$ cat config.mk
export PLATFORM = sky130hd
export DESIGN_NAME = rasr_top
export DESIGN_NICKNAME = d
export VERILOG_FILES = /design/src/verilog/rasr_pkg.sv /design/src/verilog/rasr_byte_reg.sv /design/src/verilog/rasr_top.sv
export SDC_FILE = /design/constraint.sdc
export NUM_CORES = 1
export LEC_CHECK = 0
export ABC_AREA = 0
export BUFFER_PORTS_ARGS = -buffer_cell sky130_fd_sc_hd__buf_4
export CAP_MARGIN = 20
export CORE_ASPECT_RATIO = 1.75
export CORE_MARGIN = 3
export CORE_UTILIZATION = 40
export DETAILED_ROUTE_END_ITERATION = 10
export SKIP_LAST_GASP = 1
export SYNTH_ARGS = -nofsm -noshare
export SYNTH_HDL_FRONTEND = slang
export SYNTH_SLANG_ARGS = --single-unit
$ cat constraint.sdc
create_clock -name SYS_CLK_IN -period 4.2 [get_ports SYS_CLK_IN]
set_input_delay 0.63 -clock SYS_CLK_IN [delete_from_list [all_inputs] [get_ports SYS_CLK_IN]]
set_output_delay 0.63 -clock SYS_CLK_IN [all_outputs]
set_load 0.02 [all_outputs]
$ cat src/verilog/rasr_pkg.sv
// package: register map, field layout and bus types for the regulator A-setting bank
package rasr_pkg;

  // ------------------------------------------------------------
  // register offsets (byte addresses of 8-bit registers)
  // ------------------------------------------------------------
  localparam logic [7:0] IO_BUCK_A_OFFS    = 8'hA7;
  localparam logic [7:0] PERI_BUCK_A_OFFS  = 8'hA8;
  localparam logic [7:0] RSVD_ONE_LO_OFFS  = 8'hA9;
  localparam logic [7:0] RSVD_ONE_HI_OFFS  = 8'hAA;
  localparam logic [7:0] LINREG3_A_OFFS    = 8'hAB;
  localparam logic [7:0] RSVD_TWO_LO_OFFS  = 8'hAC;
  localparam logic [7:0] RSVD_TWO_HI_OFFS  = 8'hAE;
  localparam logic [7:0] LINREG7_A_OFFS    = 8'hAF;
  localparam logic [7:0] PERI_BUCK_CONF_OFFS = 8'hA2;

  // ------------------------------------------------------------
  // bank layout: index = offset - base
  // ------------------------------------------------------------
  localparam logic [7:0] BANK_BASE  = 8'hA7;
  localparam int         BANK_DEPTH = 9;

  // ------------------------------------------------------------
  // field positions
  // ------------------------------------------------------------
  localparam int SLEEP_SEL_BIT  = 7;
  localparam int CODE7_MSB      = 6;
  localparam int CODE6_MSB      = 5;
  localparam int PERI_MODE_MSB  = 7;
  localparam int PERI_MODE_LSB  = 6;

  // ------------------------------------------------------------
  // reset values and constants
  // ------------------------------------------------------------
  localparam logic [7:0] SETTING_RESET   = 8'h00;
  localparam logic [1:0] PERI_MODE_RESET = 2'h0;
  localparam logic [1:0] PERI_MODE_FOLLOW = 2'h0;
  localparam logic [1:0] PERI_MODE_SLEEP  = 2'h1;
  localparam logic [1:0] PERI_MODE_SYNC   = 2'h2;
  localparam logic [1:0] PERI_MODE_AUTO   = 2'h3;
  localparam logic [5:0] LINREG7_SAT_CODE = 6'h38;
  localparam logic [31:0] UNMAPPED_DATA   = 32'h00000000;

  // ------------------------------------------------------------
  // carrier types
  // ------------------------------------------------------------
  typedef struct packed {
    logic        read;
    logic        write;
    logic [7:0]  address;
    logic [31:0] writedata;
  } rasr_req_type;

  typedef struct packed {
    logic       sleep_sel;
    logic [6:0] volt_code;
  } rasr_setting_type;

  typedef struct packed {
    logic       sleep_sel;
    logic [5:0] volt_code;
  } rasr_setting6_type;

endpackage

$ cat src/verilog/rasr_byte_reg.sv
// one 8-bit storage register with write enable and synchronous reset
`timescale 1ns/100ps
module rasr_byte_reg #(
  parameter logic [7:0] RESET_VAL = 8'h00
) (
  // clock and reset
  input  wire logic       clk_in,
  input  wire logic       rst_in,
  // write side
  input  wire logic       wr_en_in,
  input  wire logic [7:0] wr_data_in,
  // stored value
  output logic      [7:0] q_out
);
  logic [7:0] q_ff;
  logic [7:0] nxt_q;

  always_comb begin
    nxt_q = q_ff;
    if (wr_en_in) begin
      nxt_q = wr_data_in;
    end
  end

  always_ff @(posedge clk_in) begin
    if (rst_in) begin
      q_ff <= RESET_VAL;
    end else begin
      q_ff <= nxt_q;
    end
  end

  assign q_out = q_ff;
endmodule

$ cat src/verilog/rasr_top.sv
// top: Avalon-MM register bank holding the regulator A settings and decoded controls
//
// The Avalon-MM slave port was left to the implementer.
`timescale 1ns/100ps

// How it works
// - io buck: bit7 sleep/sync, bits6:0 code
// - peripheral buck: bit7 sleep/sync, bits6:0 code
// - linear regulators: bit7 half-current or sleep
// - linreg three: 7-bit code, 20 mV steps
// - linreg seven: 6-bit code, saturates at 111000
// - peripheral mode 00 follows selected set bit
module rasr_top
  import rasr_pkg::*;
(
  // clock and reset
  input  wire logic                        SYS_CLK_IN,
  input  wire logic                        RESET_IN,
  // avalon-mm slave
  input  wire logic                        AVS_READ_IN,
  input  wire logic                        AVS_WRITE_IN,
  input  wire logic [7:0]                  AVS_ADDRESS_IN,
  input  wire logic [31:0]                 AVS_WRITEDATA_IN,
  output logic      [31:0]                 AVS_READDATA_OUT,
  output logic                             AVS_WAITREQUEST_OUT,
  // voltage-set selection and B-set mode bit for the peripheral buck
  input  wire logic                        SET_B_SELECT_IN,
  input  wire logic                        PERIPH_BUCK_SLEEP_SEL_B_IN,
  // regulator controls
  output rasr_pkg::rasr_setting_type       IO_BUCK_A_OUT,
  output rasr_pkg::rasr_setting_type       PERIPH_BUCK_A_OUT,
  output rasr_pkg::rasr_setting_type       LINREG3_A_OUT,
  output rasr_pkg::rasr_setting6_type      LINREG7_A_OUT,
  output logic                             PERIPH_BUCK_SLEEP_OUT,
  output logic                             PERIPH_BUCK_AUTO_OUT
);
  import rasr_pkg::*;

  // ------------------------------------------------------------
  // bus handshake
  // ------------------------------------------------------------
  rasr_req_type req;
  logic         ack_ff;
  logic         nxt_ack;
  logic [31:0]  rdata_ff;
  logic [31:0]  nxt_rdata;

  assign req = '{read: AVS_READ_IN, write: AVS_WRITE_IN,
                 address: AVS_ADDRESS_IN, writedata: AVS_WRITEDATA_IN};

  // one wait cycle: request seen, answered at the following edge
  always_comb begin
    nxt_ack = 1'b0;
    if ((req.read || req.write) && !ack_ff) begin
      nxt_ack = 1'b1;
    end
  end

  // ------------------------------------------------------------
  // storage: bank indices 0..8 = offsets A7..AF, plus mode config
  // ------------------------------------------------------------
  logic [7:0] bank_q [BANK_DEPTH];
  logic [7:0] idx;
  logic       in_bank;
  logic       wr_go;
  logic [7:0] conf_ff;
  logic [7:0] nxt_conf;

  assign idx     = req.address - BANK_BASE;
  assign in_bank = (req.address >= BANK_BASE) && (req.address <= LINREG7_A_OFFS);
  assign wr_go   = req.write && nxt_ack;

  genvar g;
  generate
    for (g = 0; g < BANK_DEPTH; g++) begin : g_bank
      // reserved addresses have their own storage so they never touch settings
      rasr_byte_reg #(.RESET_VAL(SETTING_RESET)) u_reg (
        .clk_in     (SYS_CLK_IN),
        .rst_in     (RESET_IN),
        .wr_en_in   (wr_go && in_bank && (idx == 8'(g))),
        .wr_data_in (req.writedata[7:0]),
        .q_out      (bank_q[g])
      );
    end
  endgenerate

  always_comb begin
    nxt_conf = conf_ff;
    if (wr_go && (req.address == PERI_BUCK_CONF_OFFS)) begin
      nxt_conf = req.writedata[7:0];
    end
  end

  // ------------------------------------------------------------
  // read mux
  // ------------------------------------------------------------
  always_comb begin
    nxt_rdata = rdata_ff;
    if (req.read && nxt_ack) begin
      if (in_bank) begin
        nxt_rdata = {24'h000000, bank_q[idx[3:0]]};
      end else if (req.address == PERI_BUCK_CONF_OFFS) begin
        nxt_rdata = {24'h000000, conf_ff};
      end else begin
        nxt_rdata = UNMAPPED_DATA;
      end
    end
  end

  // ------------------------------------------------------------
  // decoded regulator controls
  // ------------------------------------------------------------
  localparam int IO_IDX  = 0;
  localparam int PB_IDX  = 1;
  localparam int L3_IDX  = 4;
  localparam int L7_IDX  = 8;

  rasr_setting_type  nxt_io;
  rasr_setting_type  nxt_pb;
  rasr_setting_type  nxt_l3;
  rasr_setting6_type nxt_l7;
  logic [1:0]        pb_mode;
  logic              nxt_pb_sleep;
  logic              nxt_pb_auto;

  always_comb begin
    nxt_io.sleep_sel = bank_q[IO_IDX][SLEEP_SEL_BIT];
    nxt_io.volt_code = bank_q[IO_IDX][CODE7_MSB:0];
    nxt_pb.sleep_sel = bank_q[PB_IDX][SLEEP_SEL_BIT];
    nxt_pb.volt_code = bank_q[PB_IDX][CODE7_MSB:0];
    nxt_l3.sleep_sel = bank_q[L3_IDX][SLEEP_SEL_BIT];
    nxt_l3.volt_code = bank_q[L3_IDX][CODE7_MSB:0];
    nxt_l7.sleep_sel = bank_q[L7_IDX][SLEEP_SEL_BIT];
    // codes above the saturation point drive the top voltage
    if (bank_q[L7_IDX][CODE6_MSB:0] >= LINREG7_SAT_CODE) begin
      nxt_l7.volt_code = LINREG7_SAT_CODE;
    end else begin
      nxt_l7.volt_code = bank_q[L7_IDX][CODE6_MSB:0];
    end
    pb_mode = conf_ff[PERI_MODE_MSB:PERI_MODE_LSB];
    nxt_pb_auto = (pb_mode == PERI_MODE_AUTO);
    unique case (pb_mode)
      PERI_MODE_FOLLOW: begin
        nxt_pb_sleep = SET_B_SELECT_IN ? PERIPH_BUCK_SLEEP_SEL_B_IN
                                       : nxt_pb.sleep_sel;
      end
      PERI_MODE_SLEEP: begin
        nxt_pb_sleep = 1'b1;
      end
      PERI_MODE_SYNC: begin
        nxt_pb_sleep = 1'b0;
      end
      PERI_MODE_AUTO: begin
        nxt_pb_sleep = 1'b0;
      end
    endcase
  end

  // ------------------------------------------------------------
  // registers
  // ------------------------------------------------------------
  always_ff @(posedge SYS_CLK_IN) begin
    if (RESET_IN) begin
      ack_ff                <= 1'b0;
      rdata_ff              <= UNMAPPED_DATA;
      conf_ff               <= {PERI_MODE_RESET, 6'h00};
      IO_BUCK_A_OUT         <= '0;
      PERIPH_BUCK_A_OUT     <= '0;
      LINREG3_A_OUT         <= '0;
      LINREG7_A_OUT         <= '0;
      PERIPH_BUCK_SLEEP_OUT <= 1'b0;
      PERIPH_BUCK_AUTO_OUT  <= 1'b0;
      AVS_WAITREQUEST_OUT   <= 1'b1;
    end else begin
      ack_ff                <= nxt_ack;
      rdata_ff              <= nxt_rdata;
      conf_ff               <= nxt_conf;
      IO_BUCK_A_OUT         <= nxt_io;
      PERIPH_BUCK_A_OUT     <= nxt_pb;
      LINREG3_A_OUT         <= nxt_l3;
      LINREG7_A_OUT         <= nxt_l7;
      PERIPH_BUCK_SLEEP_OUT <= nxt_pb_sleep;
      PERIPH_BUCK_AUTO_OUT  <= nxt_pb_auto;
      AVS_WAITREQUEST_OUT   <= !nxt_ack;
    end
  end

  assign AVS_READDATA_OUT = rdata_ff;

  // ------------------------------------------------------------
  // assertions
  // ------------------------------------------------------------
  a_io_field_map: assert property (@(posedge SYS_CLK_IN) disable iff (RESET_IN)
    $past(wr_go) && $past(req.address) == IO_BUCK_A_OFFS
    |=> IO_BUCK_A_OUT == $past(req.writedata[7:0], 2))
    else $error("io buck output does not follow written value");

  a_peri_field_map: assert property (@(posedge SYS_CLK_IN) disable iff (RESET_IN)
    $past(wr_go) && $past(req.address) == PERI_BUCK_A_OFFS
    |=> PERIPH_BUCK_A_OUT == $past(req.writedata[7:0], 2))
    else $error("peripheral buck output does not follow written value");

  a_l3_sleep_bit: assert property (@(posedge SYS_CLK_IN) disable iff (RESET_IN)
    ##1 LINREG3_A_OUT.sleep_sel == $past(bank_q[L3_IDX][SLEEP_SEL_BIT]))
    else $error("linreg3 sleep bit mismatch");

  a_l3_code_map: assert property (@(posedge SYS_CLK_IN) disable iff (RESET_IN)
    $past(wr_go) && $past(req.address) == LINREG3_A_OFFS
    |=> LINREG3_A_OUT == $past(req.writedata[7:0], 2))
    else $error("linreg3 output does not follow written value");

  a_l7_saturate: assert property (@(posedge SYS_CLK_IN) disable iff (RESET_IN)
    LINREG7_A_OUT.volt_code <= LINREG7_SAT_CODE)
    else $error("linreg7 code above saturation");

  a_peri_follow: assert property (@(posedge SYS_CLK_IN) disable iff (RESET_IN)
    (pb_mode == PERI_MODE_FOLLOW && !SET_B_SELECT_IN)
    |=> PERIPH_BUCK_SLEEP_OUT == $past(bank_q[PB_IDX][SLEEP_SEL_BIT]))
    else $error("peripheral buck sleep not following A set");

  a_readback: assert property (@(posedge SYS_CLK_IN) disable iff (RESET_IN)
    (req.read && nxt_ack && in_bank)
    |=> AVS_READDATA_OUT[7:0] == $past(bank_q[idx[3:0]]) && !AVS_WAITREQUEST_OUT)
    else $error("read back differs from stored value");

  a_rsvd_isolate: assert property (@(posedge SYS_CLK_IN) disable iff (RESET_IN)
    (wr_go && req.address != IO_BUCK_A_OFFS)
    |=> bank_q[IO_IDX] == $past(bank_q[IO_IDX]))
    else $error("write elsewhere changed io buck setting");

  a_wait_bound: assert property (@(posedge SYS_CLK_IN) disable iff (RESET_IN)
    (req.read || req.write) && AVS_WAITREQUEST_OUT |-> ##[1:2] !AVS_WAITREQUEST_OUT)
    else $error("request not answered in two cycles");

  a_peri_follow_b: assert property (@(posedge SYS_CLK_IN) disable iff (RESET_IN)
    (pb_mode == PERI_MODE_FOLLOW && SET_B_SELECT_IN)
    |=> PERIPH_BUCK_SLEEP_OUT == $past(PERIPH_BUCK_SLEEP_SEL_B_IN))
    else $error("peripheral buck sleep not following B set");

  a_l7_sleep_bit: assert property (@(posedge SYS_CLK_IN) disable iff (RESET_IN)
    $past(wr_go) && $past(req.address) == LINREG7_A_OFFS
    |=> LINREG7_A_OUT.sleep_sel == $past(req.writedata[SLEEP_SEL_BIT], 2))
    else $error("linreg7 sleep bit does not follow written value");

  a_l7_pass_low: assert property (@(posedge SYS_CLK_IN) disable iff (RESET_IN)
    $past(wr_go) && $past(req.address) == LINREG7_A_OFFS
    && $past(req.writedata[CODE6_MSB:0]) < LINREG7_SAT_CODE
    |=> LINREG7_A_OUT.volt_code == $past(req.writedata[CODE6_MSB:0], 2))
    else $error("linreg7 code below clamp not passed through");

  a_l7_clamp_high: assert property (@(posedge SYS_CLK_IN) disable iff (RESET_IN)
    $past(wr_go) && $past(req.address) == LINREG7_A_OFFS
    && $past(req.writedata[CODE6_MSB:0]) >= LINREG7_SAT_CODE
    |=> LINREG7_A_OUT.volt_code == LINREG7_SAT_CODE)
    else $error("linreg7 code at or above clamp not saturated");

  a_peri_mode_sleep: assert property (@(posedge SYS_CLK_IN) disable iff (RESET_IN)
    (pb_mode == PERI_MODE_SLEEP)
    |=> PERIPH_BUCK_SLEEP_OUT)
    else $error("peripheral buck forced sleep not applied");

  a_peri_mode_sync: assert property (@(posedge SYS_CLK_IN) disable iff (RESET_IN)
    (pb_mode == PERI_MODE_SYNC) || (pb_mode == PERI_MODE_AUTO)
    |=> !PERIPH_BUCK_SLEEP_OUT)
    else $error("peripheral buck sleep set in sync or auto mode");

  a_peri_auto_flag: assert property (@(posedge SYS_CLK_IN) disable iff (RESET_IN)
    ##1 PERIPH_BUCK_AUTO_OUT == $past(pb_mode == PERI_MODE_AUTO))
    else $error("peripheral buck auto flag mismatch");

  a_unmapped_zero: assert property (@(posedge SYS_CLK_IN) disable iff (RESET_IN)
    (req.read && nxt_ack && !in_bank && req.address != PERI_BUCK_CONF_OFFS)
    |=> AVS_READDATA_OUT == UNMAPPED_DATA)
    else $error("unmapped read returned nonzero data");

  a_rdata_hold: assert property (@(posedge SYS_CLK_IN) disable iff (RESET_IN)
    !(req.read && nxt_ack)
    |=> $stable(AVS_READDATA_OUT))
    else $error("read data changed without a read");

  a_wait_one_cycle: assert property (@(posedge SYS_CLK_IN) disable iff (RESET_IN)
    !AVS_WAITREQUEST_OUT
    |=> AVS_WAITREQUEST_OUT)
    else $error("waitrequest low for more than one cycle");

  a_ack_one_shot: assert property (@(posedge SYS_CLK_IN) disable iff (RESET_IN)
    ack_ff
    |-> !nxt_ack)
    else $error("request acknowledged twice in a row");

  a_wait_after_reset: assert property (@(posedge SYS_CLK_IN) disable iff (RESET_IN)
    $past(RESET_IN)
    |-> AVS_WAITREQUEST_OUT)
    else $error("waitrequest low right after reset");

  a_outs_after_reset: assert property (@(posedge SYS_CLK_IN) disable iff (RESET_IN)
    $past(RESET_IN)
    |-> IO_BUCK_A_OUT == 8'h00 && PERIPH_BUCK_A_OUT == 8'h00
        && LINREG3_A_OUT == 8'h00 && LINREG7_A_OUT == 7'h00)
    else $error("regulator outputs not cleared by reset");

  a_rsvd_keep_pb: assert property (@(posedge SYS_CLK_IN) disable iff (RESET_IN)
    (wr_go && req.address != PERI_BUCK_A_OFFS)
    |=> bank_q[PB_IDX] == $past(bank_q[PB_IDX]))
    else $error("write elsewhere changed peripheral buck setting");

  a_rsvd_keep_l3: assert property (@(posedge SYS_CLK_IN) disable iff (RESET_IN)
    (wr_go && req.address != LINREG3_A_OFFS)
    |=> bank_q[L3_IDX] == $past(bank_q[L3_IDX]))
    else $error("write elsewhere changed linreg3 setting");

  a_rsvd_keep_l7: assert property (@(posedge SYS_CLK_IN) disable iff (RESET_IN)
    (wr_go && req.address != LINREG7_A_OFFS)
    |=> bank_q[L7_IDX] == $past(bank_q[L7_IDX]))
    else $error("write elsewhere changed linreg7 setting");

endmodule
==> summary.md, run 1 <==
| Metric | Value |
|---|---|
| Status | finished, final reports clean |
| Initial core utilization | 0.412 |
| Cts repair resizes | 0 |
| Hold path start | AVS_READ_IN |
| Post-synthesis register bit count | 123 |
| Pre-antenna DRT Iters | 5 |
| Via count | 4219 |
| DP Area | 0.00579 sq mm |
| Nets@finish | 638 |
| Worst setup SP type | input port |
| Std-Cell Rows | 55 |
| Final hold violation count | 0 |
| Max Cap Viol | 0 |
| Setup TNS Final | 0 ns |
| Signal arrival time at the worst endpoint | 3.13 ns |
| Wire length of the first global-routing pass | 22800 um |
| Slew Limit Fails | 0 |
| Mapped cell area | 0.00539 sq mm |
| HPWL after DPL | 9950 um |
| Fin area | 0.00639 sq mm |
| Layout cells sized above 1 | 0.192 |
| Clock tree buffer depth | 2 |
| VDD IR max | 0.000277 V |
| Leakage power | 2.78 nW |
| Yosys cell types | 46 |
| Most frequent cells in the layout | dfxtp_1, buf_4, a21oi_1 |
| Placer Congestion | 0.860 |
| Clock Tree Root | clkbuf_16 |
| Clock Latency Late Sink | 0.41 ns |
| R2R Path Start | ack_ff |
| Capturing point of the worst reg2reg path | g_bank[1].u_reg.q_out[3] |
| GRT overflow | 0 |
| Largest area contributor in the netlist | dfxtp_1 |
| Mapped Cells | 540 |
| Final-report setup violation count | 0 |
| DR DRC count | 0 |
| RSZ-0062 raised after global routing | no |
| Inserted Diodes | 0 |
| Area Growth Syn to Fin | 18.4% |
| Crit share post-route | 0.685 |
| CTS tree | built |
| Met3 WL | 695 um |
| Largest net degree at the start of global routing | 60 |
| Worst hold path depth | 2 |
| Minimum clock period | 2.88 ns |
| Setup crit end kind | flop |
| DIE WIDTH | 93.8 um |
| Met2 wire length | 7510 um |
| Worst Max-Slew Pin Slew | 1.04 ns |
| Crit path kind | input port to flop |
| Max_slew headroom | 0.308 |
| CTS H-tree depth | 4 |
| Vias in the first global route | 4267 |
| Mapped Avg Cell Area | 9.98 sq um |
| Post-route ant nets | 0 |
| EDFF count, synth | 0 |
| Worst hold path class | input port to flop |
| Power density over the cells | 439 mW/mm^2 |
| Max layer used | met4 |
| # IOs | 112 |
| Pre-CTS setup slack | 0.892 ns |
| TritonCTS Buffers | 17 |
| M1 wire length | 5710 um |
| Die Footprint | 0.0150 sq mm |
| Post-CTS Setup Inserts | 0 |
| Total track usage | 0.198 |
| Worst-path fanout max | 24 |
| Ys async rst share | 0 |
| Clock transition at path regs | 0.06 ns |
| Synthesis Warnings | 0 |
| Worst setup margin | 1.32 ns |
| Drt total wl | 14600 um |
| Area share of the largest cell type after synthesis | 0.457 |
| Core area | 0.0131 sq mm |
| CTS Sinks | 123 |
| Drt wl/cell | 19.0 um |
| Worst Path Required | 4.45 ns |
| Reg2Reg Setup Slack | 2.07 ns |
| Height of the chip | 160 um |
| Number of port buffers | 63 |
| Top cells by area, synth | dfxtp_1, mux4_1, mux2i_1, a21oi_1, o21ai_0 |
| Cts hold-fix bufs | 0 |
| Post-synthesis sequential area ratio | 0.457 |
| Layout Skew | 0.00478 ns |
| Fmax | 348 MHz |
| Initial antenna violation count | 0 |
| Primary FF master, synth | dfxtp_1 |
| Drt initial violations | 233 |
| Hold endpoint | ack_ff |
| Via density per instance | 5.47 |
| Worst reg-to-reg path cell count | 4 |
| Commonest non-fill, non-tap cell in the layout | dfxtp_1 |
[cell families after synthesis]
group,share of synthesized area
adders and majority gates,0.0116
AOI/OAI and AO/OA,0.172
DFF,0.457
buffers and inverters,0.0912
and+or+nand+nor,0.137
xor gates and xnor gates,0.00162
other,0.000696
muxes,0.129
[state kept, by name, summed over array words and instances (netlist names)]
register and cells:
IO_BUCK_A_OUT 8, ack_ff 1, LINREG7_A_OUT 7, AVS_READDATA_OUT 8, PERIPH_BUCK_SLEEP_OUT 1, PERIPH_BUCK_AUTO_OUT 1
conf_ff 8, LINREG3_A_OUT 8, AVS_WAITREQUEST_OUT 1, g_bank.u_reg.q_out 72, PERIPH_BUCK_A_OUT 8
[stage by stage]
step / hold slack [ns] / util / total power, W / instances
after detailed placement: 0.465 / 0.443 / 0.00137 / 739
after floorplan: 0.428 / - / 0.00133 / 563
after global placement: 0.456 / 0.443 / 0.00136 / 739
after CTS: 0.457 / 0.488 / 0.00282 / 771
final: 0.464 / 0.488 / 0.00280 / 771
after global routing: 0.486 / 0.488 / 0.00288 / 771
[cells in the mapped netlist, types with 2 or more instances]
master    number
clkbuf_1      17
o22a_1         2
a32o_1         8
mux4_2         4
nand4_2        2
buf_6          5
and2_1         6
mux2i_1       29
o31ai_1        8
nand2_1       14
dfxtp_1      123
a31oi_1        2
a221o_1        8
o22ai_2        2
o21ai_0       48
buf_4         31
inv_1         21
nor2_1        19
mux4_1        12
nand2b_1      25
buf_1          2
nand3_1       44
ha_1           5
and3_1         2
a21oi_1       50
a21o_1        12
nor2b_1       13
buf_2          6
nor3_1         3
[per-layer routing]
metal	track usage	up-vias
li1	-	1977
met1	0.228	2052
met2	0.332	157
met3	0.0350	33
met4	0.122	0
met5	0	-
[critical path: stages]
cell	delay, ns
buf_4	0.33
ha_1	0.41
a21oi_4	0.17
nor4_4	0.40
nand2_1	0.63
o21ai_0	0.42
o31ai_1	0.12
[layout make-up]
class	count	area, sq um
Clock buffer	20	447
Sequential cell	123	2460
Multi-Input combinational cell	355	2520
Clock inverter	12	146
Fill cell	1256	6690
Timing Repair Buffer	68	510
Tap cell	171	214
Inverter	22	82.6
[power by group]
group / switching (W) / internal, W / leakage [nW]
clock network: 0.000518 / 0.000944 / 0.286
logic: 0.000122 / 0.0000483 / 1.51
registers: 0.00000234 / 0.00117 / 0.991
[worst max-delay path by stage]
stage	startpoint	to	slack, ns
after detailed placement	AVS_ADDRESS_IN[0]	g_bank[1].u_reg.q_out[0]	0.89
after CTS	AVS_ADDRESS_IN[0]	g_bank[1].u_reg.q_out[3]	1.29
after floorplan	AVS_ADDRESS_IN[0]	AVS_READDATA_OUT[0]	1.71
final	AVS_ADDRESS_IN[0]	g_bank[1].u_reg.q_out[3]	1.32
after global placement	AVS_ADDRESS_IN[0]	g_bank[1].u_reg.q_out[6]	0.99
after global routing	AVS_ADDRESS_IN[0]	g_bank[1].u_reg.q_out[0]	1.07
No activity file was read; power rests on OpenSTA's default activity.
==> run 2, diff against run 1 <==
Settings changed: ABC_AREA 0 to 1.
Clock period 4.2 ns to 2.5 ns, I/O delays scaled along.
==> summary.md, run 2 <==
| Metric | Value |
|---|---|
| Status | finished, final reports clean |
| Hold path start | AVS_READ_IN |
| Inserted Diodes | 0 (unchanged) |
| Crit share post-route | 0.815 |
| Std-Cell Rows | 55 (unchanged) |
| Largest area contributor in the netlist | dfxtp_1 |
| Clock tree buffer depth | 2 (unchanged) |
| DIE WIDTH | 93.3 um (-0.45%) |
| Final-report setup violation count | 0 (unchanged) |
| EDFF count, synth | 0 (unchanged) |
| Leakage power | 2.78 nW (-0.13%) |
| Area share of the largest cell type after synthesis | 0.461 (+0.00439) |
| Worst Path Required | 2.78 ns (-1.67 ns) |
| Mapped Cells | 739 (+37%) |
| Worst hold path depth | 3 (+1) |
| Power density over the cells | 766 mW/mm^2 (+74%) |
| Post-route ant nets | 0 (unchanged) |
| Mapped Avg Cell Area | 7.23 sq um (-28%) |
| Mapped cell area | 0.00534 sq mm (-0.95%) |
| Clock Latency Late Sink | 0.42 ns (about the same) |
| TritonCTS Buffers | 17 (unchanged) |
| Worst reg-to-reg path cell count | 7 (+3) |
| Reg2Reg Setup Slack | 0.61 ns (-1.46 ns) |
| Area Growth Syn to Fin | 21.6% |
| Synth Area in XOR/XNOR | 0.00679 (+0.00517) |
| Setup crit end kind | flop |
| Simple-gate share of the synthesized area | 0.213 (+0.0758) |
| Ys async rst share | 0 (unchanged) |
| Die Footprint | 0.0148 sq mm (-0.90%) |
| WP buf/inv | 1 (unchanged) |
| Placer Congestion | 0.822 (-4.4%) |
| Pre-antenna DRT Iters | 4 (-1) |
| Post-synthesis register bit count | 123 (unchanged) |
| Worst setup margin | 0.463 ns (-0.861 ns) |
| Minimum clock period | 2.04 ns |
| Crit path kind | input port to flop |
| CTS Sinks | 123 (unchanged) |
| Post-synthesis mux area share | 0 (-0.129) |
| Clock transition at path regs | 0.06 ns (about the same) |
| CP cell instances | buf_4 -> ha_1 -> nand2_1 -> nand2_2 -> nand4_4 -> nor2_4 -> nand3_1 -> o21ai_0 -> a21oi_1 |
| Core area | 0.0130 sq mm (-0.53%) |
| # IOs | 112 (unchanged) |
| CTS tree | built |
| Max stage delay cell, worst path | nand3_1 |
| Yosys cell types | 27 (-41%) |
| Setup TNS Final | 0 ns (unchanged) |
| Max Cap Viol | 0 (unchanged) |
| R2R Path Start | ack_ff |
| Cts repair resizes | 0 (unchanged) |
| Most frequent cell after synthesis | nand2_1 |
| Via count | 4759 (+13%) |
| Commonest non-fill, non-tap cell in the layout | nand2_1 |
| Wire length of the first global-routing pass | 21900 um (-3.8%) |
| Final core utilization | 0.499 (+0.0111) |
| CTS H-tree depth | 4 (unchanged) |
| Slew Limit Fails | 0 (unchanged) |
| Drt total wl | 13800 um (-5.7%) |
| GRT overflow | 0 (unchanged) |
| Layout cells sized above 1 | 0.143 (-0.0492) |
| Height of the chip | 159 um (-0.46%) |
| Worst hold path class | input port to flop |
| Number of port buffers | 63 (unchanged) |
| Max stage delay on crit path | 0.40 ns (-0.23 ns) |
| Total track usage | 0.190 (-0.00774) |
| Max_slew headroom | 0.660 (+0.353) |
| Worst setup SP type | input port |
| Complex-gate fraction of the synthesized area | 0.178 (+0.00540) |
| Cts hold-fix bufs | 0 (unchanged) |
| DP Area | 0.00585 sq mm (+1.1%) |
| Drt initial violations | 319 (+37%) |
| Largest net degree at the start of global routing | 54 (-10%) |
| Signal arrival time at the worst endpoint | 2.32 ns (-0.81 ns) |
| Layout Skew | 0.00829 ns (+0.00351 ns) |
| Fmax | 491 MHz |
| Worst Max-Slew Pin Slew | 0.508 ns (-0.530 ns) |
| Post-synth top cells | nand2_1, dfxtp_1, a21oi_1, inv_1, o21ai_0 |
| Capturing point of the worst reg2reg path | g_bank[3].u_reg.q_out[0] |
| Clock Tree Root | clkbuf_16 |
| Top cells by area, synth | dfxtp_1, nand2_1, a21oi_1, o21ai_0, inv_1 |
| DR DRC count | 0 (unchanged) |
| RSZ-0062 raised after global routing | no |
| Worst-path fanout max | 17 (-29%) |
| VDD IR max | 0.000538 V (+94%) |
| Via density per instance | 4.87 (-11%) |
| Post-CTS Setup Inserts | 0 (unchanged) |
| Nets@finish | 845 (+32%) |
| Delay-heaviest family, CP | simple AND/OR/NAND/NOR gates |
| Primary FF master, synth | dfxtp_1 |
| Post-synthesis sequential area ratio | 0.461 (+0.00439) |
| Adder-cell share of the synthesized area | 0.0117 (+0.000111) |
| Synthesis Warnings | 0 (unchanged) |
| # fillers | 1268 (+0.96%) |
| Hold endpoint | ack_ff |
| Max FFs per register | 72 (unchanged) |
| Largest family of logic cells by synthesized area | simple AND/OR/NAND/NOR gates |
| Vias in the first global route | 4409 (+3.3%) |
| Initial antenna violation count | 0 (unchanged) |
| Drt wl/cell | 14.1 um (-26%) |
| Most frequent cells in the layout | nand2_1, dfxtp_1, a21oi_1 |
| Initial core utilization | 0.411 (-0.00176) |
| Fin area | 0.00650 sq mm (+1.7%) |
| Final hold violation count | 0 (unchanged) |
| Pre-CTS setup slack | 0.0565 ns (-0.835 ns) |
| HPWL after DPL | 9720 um (-2.4%) |
==> run 2: worst max-delay path by stage <==
stage / startpoint / end / slack (ns) / cells after the start
finish: AVS_ADDRESS_IN[1] / g_bank[7].u_reg.q_out[0] / 0.46 / 9
global route: AVS_ADDRESS_IN[1] / g_bank[7].u_reg.q_out[1] / 0.21 / 9
CTS: AVS_ADDRESS_IN[1] / g_bank[7].u_reg.q_out[0] / 0.49 / 9
detailed placement: AVS_ADDRESS_IN[1] / g_bank[7].u_reg.q_out[0] / 0.06 / 9
global placement: AVS_ADDRESS_IN[1] / g_bank[7].u_reg.q_out[7] / 0.1 / 9
floorplan: AVS_ADDRESS_IN[0] / AVS_READDATA_OUT[6] / 0.35 / 12
==> run 2: cell families (layout without fill, tap and decap cells) <==
logic type,Yosys count,count (layout)
xor gates and xnor gates,2,2
adders and majority gates,5,5
buffers and inverters,154,199
other,1,24
and+or+nand+nor,268,268
DFF,123,123
AOI/OAI and AO/OA,186,186
==> run 2: cell type report <==
| type | count | area [sq um] | share of cell area |
|---|---|---|---|
| Sequential cell | 123 | 2460 | 0.379 |
| Multi-Input combinational cell | 485 | 2270 | 0.350 |
| Timing Repair Buffer | 74 | 556 | 0.0855 |
| Clock buffer | 20 | 457 | 0.0703 |
| Inverter | 93 | 349 | 0.0537 |
| Tap cell | 171 | 214 | 0.0329 |
| Clock inverter | 12 | 185 | 0.0285 |
==> run 2: stage by stage <==
step           hold WS, ns  total power [W]  instances
2_1_floorplan        0.424          0.00227        762
3_3_place_gp         0.432          0.00236        946
3_5_place_dp         0.439          0.00236        946
4_1_cts              0.288          0.00501        978
5_1_grt              0.319          0.00513        978
6_report             0.297          0.00497        978
==> run 2: worst min-delay path: stages <==
cell	delay [ns]
buf_4	0.08
o21bai_1	0.08
nor2_1	0.13
==> run 2: report_power, final <==
group	switching, W	leakage [nW]	internal [W]
sequential	0.00000182	0.991	0.00197
combinational	0.000256	1.48	0.000100
clock	0.000916	0.312	0.00173
==> run 2: metal layers <==
metal / wire length [um] / GRT usage / vias to the layer above
met2: 7080 / 0.333 / 147
met1: 5500 / 0.213 / 2157
li1: - / - / 2423
met4: 491 / 0.0961 / 0
met3: 731 / 0.0365 / 32
met5: 0 / 0 / -
